<file path="config.mk">
export PLATFORM = sky130hd
export DESIGN_NAME = dbdma_engine
export DESIGN_NICKNAME = d
export VERILOG_FILES = /design/src/core/dbdma_pkg.sv /design/src/core/dbdma_engine.sv /design/src/core/dbdma_pointer.sv
export SDC_FILE = /design/constraint.sdc
export NUM_CORES = 1
export LEC_CHECK = 0
export BUFFER_PORTS_ARGS = -buffer_cell sky130_fd_sc_hd__buf_2
export CAP_MARGIN = 20
export CORE_AREA = 4 4 278 280
export DETAILED_ROUTE_END_ITERATION = 10
export DIE_AREA = 0 0 282 284
export GPL_TIMING_DRIVEN = 0
export PLACE_DENSITY_LB_ADDON = 0.05
export SETUP_SLACK_MARGIN = 0.2
export SLEW_MARGIN = 20
export SYNTH_ARGS = -nofsm -noshare
export SYNTH_HDL_FRONTEND = slang
export SYNTH_SLANG_ARGS = --single-unit
</file>
<file path="constraint.sdc">
create_clock -name clk -period 5.1 [get_ports clk]
set_clock_uncertainty 0.1 [all_clocks]
set_input_delay 1.02 -clock clk [delete_from_list [all_inputs] [get_ports clk]]
set_output_delay 1.02 -clock clk [all_outputs]
set_load 0.02 [all_outputs]
</file>
<file path="src/core/dbdma_pkg.sv">
package dbdma_pkg;

  // register addresses, shared by both channels
  localparam logic [15:0] ADDR_INDEX_STATUS = 16'h003F;
  localparam logic [15:0] ADDR_MODE_ONE = 16'h0040;
  localparam logic [15:0] ADDR_MODE_TWO = 16'h0041;
  localparam logic [15:0] ADDR_SOURCE_LOW = 16'h0042;
  localparam logic [15:0] ADDR_SOURCE_HIGH = 16'h0043;
  localparam logic [15:0] ADDR_DEST_LOW = 16'h0044;
  localparam logic [15:0] ADDR_DEST_HIGH = 16'h0045;
  localparam logic [15:0] ADDR_COUNT_LOW = 16'h0046;
  localparam logic [15:0] ADDR_COUNT_HIGH = 16'h0047;

  // reset values
  localparam logic [7:0] RESET_BYTE = 8'h00;
  localparam logic [15:0] RESET_WORD = 16'h0000;

  // index_status_reg fields
  localparam int IS_FLAG0_BIT = 0;
  localparam int IS_FLAG1_BIT = 1;
  localparam int IS_RELOAD_DIS_BIT = 6;
  localparam int IS_CHANNEL_SELECT_BIT = 7;

  // mode_one_reg fields
  localparam int M1_SRC_DEC_BIT = 0;
  localparam int M1_SRC_CHANGE_BIT = 1;
  localparam int M1_DST_DEC_BIT = 2;
  localparam int M1_DST_CHANGE_BIT = 3;
  localparam int M1_BURST_BIT = 4;
  localparam int M1_WRITE_DEFER_BIT = 5;
  localparam int M1_DISABLE_AFTER_BIT = 6;
  localparam int M1_ENABLE_BIT = 7;

  // mode_two_reg fields: low nibble stored, bits 4 to 6 are write-one actions, bit 7 unused
  localparam int M2_SOURCE_LSB = 0;
  localparam int M2_SOURCE_WIDTH = 4;
  localparam int M2_SW_TRIGGER_BIT = 4;
  localparam int M2_RELOAD_NOW_BIT = 5;
  localparam int M2_CAPTURE_RESET_BIT = 6;

  // transfer timing: one read cycle, one write cycle, one free cycle after
  localparam int BYTE_CYCLES = 2;
  localparam int GAP_CYCLES = 1;

  typedef enum logic [1:0] {
    DBDMA_IDLE,
    DBDMA_READ,
    DBDMA_WRITE,
    DBDMA_GAP
  } dbdma_state_t;

endpackage

</file>
<file path="src/core/dbdma_engine.sv">
`timescale 1ns/1ps
module dbdma_engine
  import dbdma_pkg::*;
#(
  parameter int REQ_SOURCES = 15
)
(
  // clock, reset, clock enable
  input wire logic clk,
  input wire logic rst,
  input wire logic ce,
  // special function register port
  input wire logic [15:0] sfr_addr,
  input wire logic sfr_wr,
  input wire logic sfr_rd,
  input wire logic [7:0] sfr_wdata,
  output logic [7:0] sfr_rdata,
  // internal memory bus
  output logic [15:0] mem_addr,
  output logic mem_rd,
  output logic mem_wr,
  output logic [7:0] mem_wdata,
  input wire logic [7:0] mem_rdata,
  output logic cpu_stall,
  // hardware request sources, asynchronous to clk
  input wire logic [REQ_SOURCES-1:0] req_src_0,
  input wire logic [REQ_SOURCES-1:0] req_src_1,
  // per-channel underflow interrupt pulses
  output logic [1:0] chan_irq
);

  // the 4-bit source field can name at most 15 sources, value 0 means none
  if (REQ_SOURCES < 1 || REQ_SOURCES > 15) begin : g_bad_sources
    $error("REQ_SOURCES must lie between 1 and 15");
  end

  // pointer step after each byte
  function automatic logic [15:0] step_ptr(input logic [15:0] v, input logic change, input logic dec);
    if (!change) begin
      step_ptr = v;
    end else if (dec) begin
      step_ptr = v - 16'h0001;
    end else begin
      step_ptr = v + 16'h0001;
    end
  endfunction

  // address match helper
  function automatic logic hit(input logic [15:0] a, input logic [15:0] target);
    hit = (a == target);
  endfunction

  logic [7:0] index_status_reg, rdata_reg, temp_reg, mode_one_reg [2], src_snap [2], dst_snap [2], cnt_snap [2];
  logic [3:0] mode_two_reg [2];
  logic [1:0] uf_flag_reg, req_pend_reg, chan_irq_reg, wr_mode_two, sw_trig, reload_now, cap_reset;
  logic [1:0] hw_event, take, uf_event, step_ch, ch_en;
  logic [15:0] mem_addr_reg, src_val [2], dst_val [2], cnt_val [2];
  logic mem_rd_reg, mem_wr_reg, act_ch_reg, sel, complete, burst_more;
  dbdma_state_t state_reg;
  logic [REQ_SOURCES-1:0] s1_reg [2], s2_reg [2], s3_reg [2];
  logic [REQ_SOURCES-1:0] qual_reg [2], qual_next [2], raw_src [2];

  assign sel = index_status_reg[IS_CHANNEL_SELECT_BIT];
  assign raw_src[0] = req_src_0;
  assign raw_src[1] = req_src_1;
  assign complete = (state_reg == DBDMA_WRITE);

  // per-channel decode, write actions and request selection
  always_comb begin
    for (int c = 0; c < 2; c++) begin
      wr_mode_two[c] = sfr_wr && hit(sfr_addr, ADDR_MODE_TWO) && (sel == c[0]);
      sw_trig[c] = wr_mode_two[c] && sfr_wdata[M2_SW_TRIGGER_BIT];
      reload_now[c] = wr_mode_two[c] && sfr_wdata[M2_RELOAD_NOW_BIT];
      cap_reset[c] = wr_mode_two[c] && sfr_wdata[M2_CAPTURE_RESET_BIT];
      ch_en[c] = mode_one_reg[c][M1_ENABLE_BIT];
      hw_event[c] = 1'b0;
      // field value n picks source n-1, zero leaves only the software trigger
      for (int i = 0; i < REQ_SOURCES; i++) begin
        if (mode_two_reg[c] == 4'(i + 1) && qual_next[c][i] && !qual_reg[c][i]) begin
          hw_event[c] = 1'b1;
        end
      end
      step_ch[c] = complete && (act_ch_reg == c[0]);
      uf_event[c] = step_ch[c] && (cnt_val[c] == RESET_WORD);
    end
  end

  // channel 0 first, only enabled channels with a latched request
  always_comb begin
    take = 2'b00;
    if (state_reg == DBDMA_IDLE) begin
      if (req_pend_reg[0] && ch_en[0]) begin
        take = 2'b01;
      end else if (req_pend_reg[1] && ch_en[1]) begin
        take = 2'b10;
      end
    end
  end

  // three-stage synchroniser; a level counts once stages two and three agree
  always_ff @(posedge clk) begin
    if (rst) begin
      for (int c = 0; c < 2; c++) begin
        s1_reg[c] <= '0;
        s2_reg[c] <= '0;
        s3_reg[c] <= '0;
        qual_reg[c] <= '0;
      end
    end else if (ce) begin
      for (int c = 0; c < 2; c++) begin
        s1_reg[c] <= raw_src[c];
        s2_reg[c] <= s1_reg[c];
        s3_reg[c] <= s2_reg[c];
        qual_reg[c] <= qual_next[c];
      end
    end
  end

  // qualified level holds its old value while the stages disagree
  always_comb begin
    for (int c = 0; c < 2; c++) begin
      qual_next[c] = (s2_reg[c] & s3_reg[c]) | (qual_reg[c] & (s2_reg[c] | s3_reg[c]));
    end
  end

  // request latch: many requests during a transfer collapse to one, a new one beats the take
  always_ff @(posedge clk) begin
    if (rst) begin
      req_pend_reg <= 2'b00;
    end else if (ce) begin
      for (int c = 0; c < 2; c++) begin
        if (hw_event[c] || sw_trig[c]) begin
          req_pend_reg[c] <= 1'b1;
        end else if (take[c] || cap_reset[c]) begin
          req_pend_reg[c] <= 1'b0;
        end
      end
    end
  end

  // index/status: select and reload-disable are plain bits
  always_ff @(posedge clk) begin
    if (rst) begin
      index_status_reg <= RESET_BYTE;
    end else if (ce && sfr_wr && hit(sfr_addr, ADDR_INDEX_STATUS)) begin
      index_status_reg <= {sfr_wdata[IS_CHANNEL_SELECT_BIT], sfr_wdata[IS_RELOAD_DIS_BIT], 6'h00};
    end
  end

  // underflow flags: software writes 0 to clear, a same-cycle underflow still sets
  always_ff @(posedge clk) begin
    if (rst) begin
      uf_flag_reg <= 2'b00;
    end else if (ce) begin
      for (int c = 0; c < 2; c++) begin
        if (uf_event[c]) begin
          uf_flag_reg[c] <= 1'b1;
        end else if (sfr_wr && hit(sfr_addr, ADDR_INDEX_STATUS) && !sfr_wdata[c]) begin
          uf_flag_reg[c] <= 1'b0;
        end
      end
    end
  end

  // mode registers; enable drops on underflow when asked to
  always_ff @(posedge clk) begin
    if (rst) begin
      for (int c = 0; c < 2; c++) begin
        mode_one_reg[c] <= RESET_BYTE;
        mode_two_reg[c] <= 4'h0;
      end
    end else if (ce) begin
      for (int c = 0; c < 2; c++) begin
        if (sfr_wr && hit(sfr_addr, ADDR_MODE_ONE) && sel == c[0]) begin
          mode_one_reg[c] <= sfr_wdata;
        end else if (uf_event[c] && mode_one_reg[c][M1_DISABLE_AFTER_BIT]) begin
          mode_one_reg[c][M1_ENABLE_BIT] <= 1'b0;
        end
        if (wr_mode_two[c]) begin
          mode_two_reg[c] <= sfr_wdata[M2_SOURCE_LSB +: M2_SOURCE_WIDTH];
        end
      end
    end
  end

  // interrupt pulse, one per underflow
  always_ff @(posedge clk) begin
    if (rst) begin
      chan_irq_reg <= 2'b00;
    end else if (ce) begin
      chan_irq_reg <= uf_event;
    end
  end

  // source, destination and count for each channel
  for (genvar c = 0; c < 2; c++) begin : g_chan
    logic [3:0] ptr_sel_wr;
    logic rl_ptr, rl_cnt, defer;
    assign ptr_sel_wr = {sfr_wr && (sel == c[0]), 3'b000};
    assign defer = mode_one_reg[c][M1_WRITE_DEFER_BIT];
    // underflow reloads pointers unless disabled; count always reloads
    assign rl_ptr = reload_now[c] || (uf_event[c] && !index_status_reg[IS_RELOAD_DIS_BIT]);
    assign rl_cnt = reload_now[c] || uf_event[c];

    dbdma_pointer u_src (
      .clk(clk),
      .rst(rst),
      .ce(ce),
      .wr_low(ptr_sel_wr[3] && hit(sfr_addr, ADDR_SOURCE_LOW)),
      .wr_high(ptr_sel_wr[3] && hit(sfr_addr, ADDR_SOURCE_HIGH)),
      .rd_high(sfr_rd && sel == c[0] && hit(sfr_addr, ADDR_SOURCE_HIGH)),
      .wdata(sfr_wdata),
      .defer(defer),
      .reload(rl_ptr),
      .step(step_ch[c]),
      .step_value(step_ptr(src_val[c], mode_one_reg[c][M1_SRC_CHANGE_BIT], mode_one_reg[c][M1_SRC_DEC_BIT])),
      .value(src_val[c]),
      .low_snap(src_snap[c])
    );

    dbdma_pointer u_dst (
      .clk(clk),
      .rst(rst),
      .ce(ce),
      .wr_low(ptr_sel_wr[3] && hit(sfr_addr, ADDR_DEST_LOW)),
      .wr_high(ptr_sel_wr[3] && hit(sfr_addr, ADDR_DEST_HIGH)),
      .rd_high(sfr_rd && sel == c[0] && hit(sfr_addr, ADDR_DEST_HIGH)),
      .wdata(sfr_wdata),
      .defer(defer),
      .reload(rl_ptr),
      .step(step_ch[c]),
      .step_value(step_ptr(dst_val[c], mode_one_reg[c][M1_DST_CHANGE_BIT], mode_one_reg[c][M1_DST_DEC_BIT])),
      .value(dst_val[c]),
      .low_snap(dst_snap[c])
    );

    dbdma_pointer u_cnt (
      .clk(clk),
      .rst(rst),
      .ce(ce),
      .wr_low(ptr_sel_wr[3] && hit(sfr_addr, ADDR_COUNT_LOW)),
      .wr_high(ptr_sel_wr[3] && hit(sfr_addr, ADDR_COUNT_HIGH)),
      .rd_high(sfr_rd && sel == c[0] && hit(sfr_addr, ADDR_COUNT_HIGH)),
      .wdata(sfr_wdata),
      .defer(defer),
      .reload(rl_cnt),
      .step(step_ch[c]),
      .step_value(cnt_val[c] - 16'h0001),
      .value(cnt_val[c]),
      .low_snap(cnt_snap[c])
    );
  end

  // burst keeps the channel while count has not underflowed and it stays enabled
  assign burst_more = mode_one_reg[act_ch_reg][M1_BURST_BIT] && ch_en[act_ch_reg] && !uf_event[act_ch_reg];

  // transfer sequencer: read cycle, write cycle, then a free cycle
  always_ff @(posedge clk) begin
    if (rst) begin
      state_reg <= DBDMA_IDLE;
      act_ch_reg <= 1'b0;
    end else if (ce) begin
      unique case (state_reg)
        DBDMA_IDLE: begin
          if (take != 2'b00) begin
            state_reg <= DBDMA_READ;
            act_ch_reg <= take[1];
          end
        end
        DBDMA_READ: begin
          state_reg <= DBDMA_WRITE;
        end
        DBDMA_WRITE: begin
          // bursts run back to back; separate requests always leave a gap
          state_reg <= burst_more ? DBDMA_READ : DBDMA_GAP;
        end
        DBDMA_GAP: begin
          state_reg <= DBDMA_IDLE;
        end
      endcase
    end
  end

  // memory bus drive, all from flops
  always_ff @(posedge clk) begin
    if (rst) begin
      mem_addr_reg <= RESET_WORD;
      mem_rd_reg <= 1'b0;
      mem_wr_reg <= 1'b0;
    end else if (ce) begin
      mem_rd_reg <= 1'b0;
      mem_wr_reg <= 1'b0;
      if (state_reg == DBDMA_IDLE && take != 2'b00) begin
        mem_addr_reg <= src_val[take[1]];
        mem_rd_reg <= 1'b1;
      end else if (state_reg == DBDMA_READ) begin
        mem_addr_reg <= dst_val[act_ch_reg];
        mem_wr_reg <= 1'b1;
      end else if (state_reg == DBDMA_WRITE && burst_more) begin
        // pointer updates at this same edge, so use the stepped value directly
        mem_addr_reg <= step_ptr(src_val[act_ch_reg], mode_one_reg[act_ch_reg][M1_SRC_CHANGE_BIT],
          mode_one_reg[act_ch_reg][M1_SRC_DEC_BIT]);
        mem_rd_reg <= 1'b1;
      end
    end
  end

  // temporary holding register between read and write
  always_ff @(posedge clk) begin
    if (rst) begin
      temp_reg <= RESET_BYTE;
    end else if (ce && state_reg == DBDMA_READ) begin
      temp_reg <= mem_rdata;
    end
  end

  // register read data, one cycle after the read strobe
  always_ff @(posedge clk) begin
    if (rst) begin
      rdata_reg <= RESET_BYTE;
    end else if (ce && sfr_rd) begin
      unique case (sfr_addr)
        ADDR_INDEX_STATUS: rdata_reg <= {index_status_reg[7:6], 4'h0, uf_flag_reg};
        ADDR_MODE_ONE: rdata_reg <= mode_one_reg[sel];
        ADDR_MODE_TWO: rdata_reg <= {4'h0, mode_two_reg[sel]};
        ADDR_SOURCE_LOW: rdata_reg <= src_snap[sel];
        ADDR_SOURCE_HIGH: rdata_reg <= src_val[sel][15:8];
        ADDR_DEST_LOW: rdata_reg <= dst_snap[sel];
        ADDR_DEST_HIGH: rdata_reg <= dst_val[sel][15:8];
        ADDR_COUNT_LOW: rdata_reg <= cnt_snap[sel];
        ADDR_COUNT_HIGH: rdata_reg <= cnt_val[sel][15:8];
        default: rdata_reg <= RESET_BYTE;
      endcase
    end
  end

  // outputs; stall covers both cycles of each byte
  assign cpu_stall = (state_reg == DBDMA_READ) || (state_reg == DBDMA_WRITE);
  assign mem_addr = mem_addr_reg;
  assign mem_rd = mem_rd_reg;
  assign mem_wr = mem_wr_reg;
  assign mem_wdata = temp_reg;
  assign sfr_rdata = rdata_reg;
  assign chan_irq = chan_irq_reg;

endmodule

</file>
<file path="src/core/dbdma_pointer.sv">
`timescale 1ns/1ps
// one 16-bit channel register with its reload latch and byte-order helpers
module dbdma_pointer
  import dbdma_pkg::*;
(
  // clock and control
  input wire logic clk,
  input wire logic rst,
  input wire logic ce,
  // register port side
  input wire logic wr_low,
  input wire logic wr_high,
  input wire logic rd_high,
  input wire logic [7:0] wdata,
  input wire logic defer,
  // engine side
  input wire logic reload,
  input wire logic step,
  input wire logic [15:0] step_value,
  output logic [15:0] value,
  output logic [7:0] low_snap
);

  logic [7:0] low_hold_reg;
  logic [15:0] latch_reg;
  logic [15:0] latch_next;
  logic [15:0] value_reg;
  logic [7:0] snap_reg;

  // high byte write carries the held low byte along
  assign latch_next = wr_high ? {wdata, low_hold_reg} : latch_reg;

  // low byte waits until the high byte arrives
  always_ff @(posedge clk) begin
    if (rst) begin
      low_hold_reg <= RESET_BYTE;
    end else if (ce && wr_low) begin
      low_hold_reg <= wdata;
    end
  end

  // reload latch
  always_ff @(posedge clk) begin
    if (rst) begin
      latch_reg <= RESET_WORD;
    end else if (ce) begin
      latch_reg <= latch_next;
    end
  end

  // working value: reload or immediate commit beats the engine's step
  always_ff @(posedge clk) begin
    if (rst) begin
      value_reg <= RESET_WORD;
    end else if (ce) begin
      if (reload || (wr_high && !defer)) begin
        value_reg <= latch_next;
      end else if (step) begin
        value_reg <= step_value;
      end
    end
  end

  // low byte frozen at the high byte read, so a moving pointer reads coherently
  always_ff @(posedge clk) begin
    if (rst) begin
      snap_reg <= RESET_BYTE;
    end else if (ce && rd_high) begin
      snap_reg <= value_reg[7:0];
    end
  end

  assign value = value_reg;
  assign low_snap = snap_reg;

endmodule

</file>
# --- Word-level counts from Yosys, hierarchy flattened ---
# Memories as Yosys holds them, arrays and structs flattened. A register that Yosys moved wholly into a read port is not among the register bits.
# Index checks and enable logic that the tools add are counted.
# W data, S select, Z words.
totals:
  register_bits: 333
  ramBits: 144
  out_inout_bits: 37
  wordCells: 508
  mem_count: 6
op_classes:
  add_sub_neg: 12
  n_lt_le_gt_ge: 4
  n_eq_ne: 43
  mux: 163
  bitwise_logic: 27
  n_reduce_logical: 216
mem_list:
  columns: ["name", "words", "word_bits", "read_ports", "rd_ports_with_merged_regs", "wr", "line", "rtl"]
  rows:
  - ["qual_reg", 2, 15, 2, 0, 2, "dbdma_engine.sv:61", "logic [REQ_SOURCES-1:0] qual_reg [2], qual_next [2], raw_src [2];"]
  - ["s1_reg", 2, 15, 2, 0, 2, "dbdma_engine.sv:60", "logic [REQ_SOURCES-1:0] s1_reg [2], s2_reg [2], s3_reg [2];"]
  - ["s2_reg", 2, 15, 2, 0, 2, "dbdma_engine.sv:60", null]
  - ["s3_reg", 2, 15, 2, 0, 2, "dbdma_engine.sv:60", null]
  - ["mode_one_reg", 2, 8, 4, 2, 2, "dbdma_engine.sv:53", "logic [7:0] index_status_reg, rdata_reg, temp_reg, mode_one_reg [2], src_snap [2], dst_snap [2], cnt_snap [2];"]
  - ["mode_two_reg", 2, 4, 3, 1, 2, "dbdma_engine.sv:54", "logic [3:0] mode_two_reg [2];"]
ops:
  columns: ["op", "count"]
  rows:
  - ["$mux W16", 49]
  - ["$logic_and A1 B1 Y1", 133]
  - ["$eq A16 B7 Y1 const B", 8]
  - ["$mux W15", 8]
  - ["$sub A16 B1 Y16 const B", 7]
  - ["$mux W8", 11]
  - ["$mux W1", 86]
  - ["$add A16 B1 Y16 const B", 5]
  - ["$pmux W8 S9", 1]
  - ["$eq A4 B4 Y1 const B", 16]
  - ["$and A15 B15 Y15", 4]
  - ["$or A15 B15 Y15", 4]
  - ["$logic_not A1 Y1", 36]
  - ["$eq A4 B3 Y1 const B", 8]
  - ["$logic_not A16 Y1", 2]
  - ["$reduce_bool A2 Y1", 15]
  - ["$eq A16 B6 Y1 const B", 1]
  - ["$eq A4 B2 Y1 const B", 4]
  - ["$reduce_and A2 Y1", 8]
  - ["$logic_or A1 B1 Y1", 15]
  - ["$reduce_and A3 Y1", 5]
  - ["$or A1 B1 Y1", 14]
  - ["$mux W2", 5]
  - ["$eq A4 B1 Y1 const B", 2]
  - ["11 further kinds", 18]

# --- Logic depth before layout (Yosys ltp) ---
# Gate-level depths: netlist of the first run.
# An unclocked memory read counts as a cell.
logic_depth:
  word_depth: 24
  depth_mapped: 15

# --- Modules after synthesis ---
# A second synthesis of the first run with hierarchy kept.
unflattened:
  hier_cells: 2873
  hier_area_um2: 27193.6
by_module_without_submodules:
  columns: ["mod", "instances", "cells_each", "area_per_inst_um2"]
  rows:
  - ["dbdma_engine", 1, 1559, 14401.3]
  - ["dbdma_pointer", 6, 219, 2132.0]

# --- Worst setup path after synthesis of the first run ---
# Ideal clock, no wire load.
synth_timing:
  path_kind: "in2reg"
  from: "input ce"
  to: "memory qual_reg[0][0], enable pin"
  setup_time_ns: 0.473
  arrival_ns: 4.186
  slack_ns: 0.341
  stages: 5
  path_cell_list: "buf_2 clkbuf_1 clkbuf_1 nor2_1 inv_1"
synth_rtl:
  columns: ["element", "line", "rtl"]
  rows:
  - ["from (decl)", "dbdma_engine.sv:11", "input wire logic ce,"]
  - ["to (decl)", "dbdma_engine.sv:61", null]

==> results of run 1 <==
synth_stat cells, drive strengths merged, types with 8 or more instances:
library cell,instances
nand2,577
a21oi,390
dfxtp,336
nor2,212
o21ai,162
mux2i,154
clkbuf,149
edfxtp,143
and3,101
ha,75
nand3,74
a211oi,67
nor3,66
inv,50
buf,40
xnor2,40
o211ai,35
mux2,32
nor2b,22
a22oi,21
o22ai,21
and2,20
o21a,19
a31oi,17
nor4,14
a21o,13
nand3b,13
xor2,13
or3,12
a222oi,10
nand2b,10
nand4b,10
o221ai,10
a311oi,8
layout make-up:
class / instances / area, µm²
Fill cell: 7578 / 44900
Multi-Input combinational cell: 2336 / 14000
Sequential cell: 479 / 11000
Clock buffer: 75 / 1540
Tap cell: 969 / 1210
Buffer: 189 / 796
Timing Repair Buffer: 101 / 557
Clock inverter: 31 / 285
Inverter: 53 / 204
Antenna cell: 1 / 2.50
path summary, 6_finish.rpt:
path,startpoint,endpoint,slack [ps]
setup / recovery,mode_one_reg[1][0],mem_addr[12],540
hold / removal,g_chan[1].u_dst.latch_reg[3],g_chan[1].u_dst.latch_reg[3],350
setup reg to reg,mode_one_reg[1][0],mem_addr[12],540
hold reg to reg,g_chan[1].u_dst.latch_reg[3],g_chan[1].u_dst.latch_reg[3],350
timing repair:
action | CTS | global route
endpoints found under the setup margin | 1 | 2
pin swaps | 0 | 0
hold buffers | 0 | 0
resized for setup | 1 | 3
power breakdown:
part / internal (mW) / switching, mW
Clock: 2.28 / 1.78
Sequential: 4.02 / 0.0658
Combinational: 0.142 / 0.416
Total: 6.44 / 2.26
cell usage in the layout (no fill, tap or decap), drive strengths merged, types with 40 or more instances in the layout:
master and n:
a211oi 67, a21oi 390, and3 101, buf 140, clkbuf 225, dfxtp 336
edfxtp 143, ha 75, inv 51, mux2i 154, nand2 577, nand3 74
nor2 212, nor3 66, o21ai 162, xnor2 40
metal layers:
layer  GRT usage  up-vias  share of wire
li1            -    11397              -
met1       0.409    12269           0.47
met2       0.392     1025           0.42
met3      0.0441      182          0.077
met4      0.0914        4          0.035
met5           0        -        0.00019
critical path, stage by stage, from the launching register on:
cell and delay [ps]:
edfxtp_1 760, mux2i_2 470, inv_1 390, ha_1 490, a21oi_1 110, o21ai_0 330, o22ai_1 210, o21ai_1 380
mux2i_1 230, a41oi_1 140, a211o_1 350, a222oi_1 310, a211oi_1 120
metrics by stage:
stage	instance area, µm²	hold WS (ps)	TNS (ps)	total power, mW
finish	29600	351	0	8.70
global route	29600	364	0	8.95
CTS	29600	351	0	8.75
detailed placement	27800	343	0	4.71
global placement	27600	337	-294080	4.70
floorplan	26000	327	0	4.43
logic make-up (layout without fill, tap and decap cells):
kind of cell,count (synthesis),count (layout),synth area share
adders and majority gates,80,80,0.0400
DFF,479,479,0.425
xor gates and xnor gates,53,53,0.0179
buffers and inverters,242,449,0.0375
muxes,187,187,0.0741
AOI/OAI and AO/OA,844,844,0.199
and+or+nand+nor,1172,1172,0.207
other,0,1,0
==> metrics.md, run 1 <==
| Metric | Value |
|---|---|
| Vias/cell | `5.88` |
| Syn Area/Cell | `8.49 µm²` |
| Max-cap violations | `0` |
| Nets | `3363` |
| Setup violators final | `0` |
| First-pass GRT wire length | `161 mm` |
| First DRT Iteration DRCs | `2967` |
| Post-synthesis cell count | `3057` |
| Final Hold Fails | `0` |
| Routed wire length | `112 mm` |
| Syn-to-layout area delta | `14.0%` |
| PwrDens | `294 nW/µm²` |
| Initial Util | `0.349` |
| Fin util | `0.397` |
| Fin crit share | `0.894` |
| Critical path arrival | `4960 ps` |
| Static Leakage | `10.5 nW` |
| Drt pass-1 iters | `8` |
| Status | `complete, no violations` |
| Vias in the first global route | `23343` |
| Tightest Pin Transition | `1260 ps` |
| Final ANT Viol Nets | `0` |
| Hold WC Path Type | `flip-flop to flip-flop` |
| Postcts setup bufs | `0` |
| Cell count of the worst reg-to-reg path | `12` |
| Latest clock arrival within the worst-skew pair | `650 ps` |
| Post-Syn Nets | `3204` |
| Placed Cells | `4127` |
| Sequential area share after synthesis | `0.425` |
| CTS sink cnt | `479` |
| H-tree levels | `2` |
| Clock-pin transition on the worst setup and hold timing paths | `70 ps` |
| Post-Synthesis Cell Area | `26000 µm²` |
| Netlist cell types | `97` |
| Tmin final | `4560 ps` |
| Critical Path RT | `5500 ps` |
| Hpwl dp | `83.5 mm` |
| Initial antenna violation count | `2` |
| Peak supply drop | `0.278 mV` |
| Critical path class | `flip-flop to flip-flop` |
| Number of port buffers | `96` |
| Slew margin rel. | `0.162` |
| Setup ws final | `542 ps` |
| FMAX | `219 MHz` |
| Top cells by area, synth | `dfxtp_1 (26%), edfxtp_1 (17%), nand2_1 (8.3%)` |
| Worst hold stages | `2` |
| Clock Tree Buf Depth | `3` |
| Via count | `24877` |
| Async SR Flop Fraction | `0` |
| CTS tree | `yes` |
| Layout cells sized above 1 | `0.0965` |
| Synth Register Bits | `479` |
| Crit path capture type | `flip-flop` |
| Synthesis Warnings | `0` |
| Core area | `74400 µm²` |
| Non-Filler Instances | `4234` |
| Congestion Overflow GR | `0` |
| Die area | `80100 µm²` |
| IO Count | `104` |
| Routability congestion estimate | `1.01` |
| RSZ-0062 raised after global routing | `false` |
| Pin count of the biggest net entering global routing | `69` |
| Die height | `284 µm` |
| Most used DFF post-synth | `dfxtp_1` |
| CTS buffer count | `56` |
| DR WL/cell | `26.6 µm` |
| Setup WS pre-CTS | `67.2 ps` |
| Post-synth EDFFs | `143` |
| Area leader, netlist | `dfxtp_1` |
| Final Max Tran Viols | `0` |
| # DRC | `0` |
| All-Layer GR Usage | `0.272` |
| Die X | `282 µm` |
| Placement Rows | `100` |
| CTS Root Cell | `clkbuf_16` |
| Crit start category | `flip-flop` |
| Synth top area share | `0.259` |
| Crit Path Max Fanout | `18` |
Power figures use the tool's default switching activity.
==> run 2: changes to the inputs <==
--- a/config.mk
+++ b/config.mk
@@ -11,7 +11,6 @@
 export DETAILED_ROUTE_END_ITERATION = 10
 export DIE_AREA = 0 0 282 284
 export GPL_TIMING_DRIVEN = 0
-export PLACE_DENSITY_LB_ADDON = 0.05
 export SETUP_SLACK_MARGIN = 0.2
 export SLEW_MARGIN = 20
 export SYNTH_ARGS = -nofsm -noshare
==> run 2 against run 1 <==
Global-route usage down 2.9 points. Sequential power about the same. Flip-flop and latch count unchanged. Clock-buffer cell count down 3. Critical path type unchanged. Combinational power down 5.0%. Design area down 0.51%. Setup slack worse by 89 ps. Total power down 2.0%.
==> metrics.md, run 2 (synthesized netlist as in run 1, its figures left out) <==
| Metric | Value |
|---|---|
| Clock Tree Buf Depth | `3 (unchanged)` |
| CTS Root Cell | `clkbuf_16 (unchanged)` |
| Final Hold Fails | `0 (unchanged)` |
| Setup TNS after final layout | `0 ps (unchanged)` |
| Routed wire length | `101 mm (was 112 mm)` |
| Clock-pin transition on the worst setup and hold timing paths | `60 ps (was 70 ps)` |
| Most frequent cells in the layout | `nand2_1 (576), a21oi_1 (387), dfxtp_1 (336), nor2_1 (208) (unchanged)` |
| Layout cells sized above 1 | `0.0886 (was 0.0965)` |
| Final instance area | `29400 µm² (was 29600 µm²)` |
| Syn-to-layout area delta | `13.4% (was 14.0%)` |
| Placed Area | `27700 µm² (was 27800 µm²)` |
| Routability congestion estimate | `1.02 (was 1.01)` |
| Crit start category | `flip-flop (unchanged)` |
| Critical Path RT | `5420 ps (was 5500 ps)` |
| Peak supply drop | `0.246 mV (was 0.278 mV)` |
| CTS buffer count | `54 (was 56)` |
| Final Max Tran Viols | `0 (unchanged)` |
| Postcts setup bufs | `0 (unchanged)` |
| Die height | `284 µm (unchanged)` |
| DR WL/cell | `23.9 µm (was 26.6 µm)` |
| Via count | `24444 (was 24877)` |
| PwrDens | `290 nW/µm² (was 294 nW/µm²)` |
| Final ANT Viol Nets | `0 (unchanged)` |
| Hold WC Path Type | `flip-flop to flip-flop (unchanged)` |
| Core area | `74400 µm² (unchanged)` |
| Crit Path Max Fanout | `10 (was 18)` |
| FMAX | `215 MHz (was 219 MHz)` |
| Critical path class | `flip-flop to flip-flop (unchanged)` |
| Initial antenna violation count | `5 (was 2)` |
| Fillers | `7541 (was 7578)` |
| First-pass GRT wire length | `147 mm (was 161 mm)` |
| Setup violators final | `0 (unchanged)` |
| All-Layer GR Usage | `0.242 (was 0.272)` |
| IO Count | `104 (unchanged)` |
| Setup WS pre-CTS | `272 ps (was 67.2 ps)` |
| Number of port buffers | `96 (unchanged)` |
| Die X | `282 µm (unchanged)` |
| Tmin final | `4650 ps (was 4560 ps)` |
| RSZ-0062 raised after global routing | `false (unchanged)` |
| H-tree levels | `2 (unchanged)` |
| Hpwl dp | `74.2 mm (was 83.5 mm)` |
| Placement Rows | `100 (unchanged)` |
| First DRT Iteration DRCs | `2783 (was 2967)` |
| Fin crit share | `0.911 (was 0.894)` |
| Max-cap violations | `0 (unchanged)` |
| Congestion Overflow GR | `0 (unchanged)` |
| WHS | `346 ps (was 351 ps)` |
| # DRC | `0 (unchanged)` |
| Vias in the first global route | `22630 (was 23343)` |
| Vias/cell | `5.79 (was 5.88)` |
| Die area | `80100 µm² (unchanged)` |
| CTS tree | `yes (unchanged)` |
| Drt pass-1 iters | `6 (was 8)` |
| Fin util | `0.395 (was 0.397)` |
| Non-Filler Instances | `4221 (was 4234)` |
| Crit path capture type | `flip-flop (unchanged)` |
| Commonest non-fill, non-tap cell in the layout | `nand2_1 (unchanged)` |
| Static Leakage | `10.4 nW (was 10.5 nW)` |
| Critical path arrival | `4970 ps (was 4960 ps)` |
| Initial Util | `0.349 (unchanged)` |
| Placed Cells | `4123 (was 4127)` |
| Status | `complete, no violations (unchanged)` |
| Setup ws final | `453 ps (was 542 ps)` |
| Tightest Pin Transition | `1250 ps (was 1260 ps)` |
| Latest clock arrival within the worst-skew pair | `620 ps (was 650 ps)` |
| Total power draw | `8.53 mW (was 8.70 mW)` |
| CTS sink cnt | `479 (unchanged)` |
| Nets | `3357 (was 3363)` |
| Slew margin rel. | `0.165 (was 0.162)` |
| Pin count of the biggest net entering global routing | `78 (was 69)` |
-- run 2: worst paths after layout --
path | start | endpoint | slack (ps) | depth (start not counted)
worst max register to register | act_ch_reg | mem_addr[12] | 450 | 15
worst max-delay path | act_ch_reg | mem_addr[12] | 450 | 15
worst min register to register | g_chan[0].u_cnt.latch_reg[10] | g_chan[0].u_cnt.latch_reg[10] | 350 | 2
worst min-delay path | g_chan[0].u_cnt.latch_reg[10] | g_chan[0].u_cnt.latch_reg[10] | 350 | 2
-- run 2: power breakdown --
group | internal (mW) | switching (mW)
combinational | 0.138 | 0.392
clock | 2.25 | 1.66
sequential | 4.02 | 0.0652
total | 6.41 | 2.12
-- run 2: worst max-delay path: stages, from the launching register on --
cell and delay, ps:
dfxtp_1 310, clkbuf_1 470, clkbuf_2 400, clkbuf_2 330
nand2_1 70, o21ai_0 200, fa_1 310, a21oi_1 90
o21ai_0 350, o22ai_1 220, o21ai_0 400, mux2i_1 230
a41oi_1 120, a211o_1 310, a222oi_1 420, a211oi_1 130
-- run 2: per-layer routing --
layer,part of all wire,global-route usage,vias to the layer above
met3,0.10,0.0627,243
met5,0.00013,0,-
li1,-,-,11356
met1,0.44,0.343,11639
met4,0.049,0.100,2
met2,0.41,0.348,1204
-- run 2: timing repair --
| action | CTS | global route |
|---|---|---|
| gates resized for setup | 0 | 4 |
| endpoints found under the setup margin | 0 | 1 |
| hold buffers | 0 | 0 |
-- run 2: layout make-up --
type,count,area (µm²),share of cell area
Tap cell,969,1210,0.0412
Clock inverter,25,243,0.00825
Clock buffer,72,1490,0.0506
Timing Repair Buffer,97,508,0.0173
Buffer,189,782,0.0266
Antenna cell,1,2.50,0.0000850
Inverter,53,204,0.00693
Sequential cell,479,11000,0.374
Multi-Input combinational cell,2336,14000,0.475
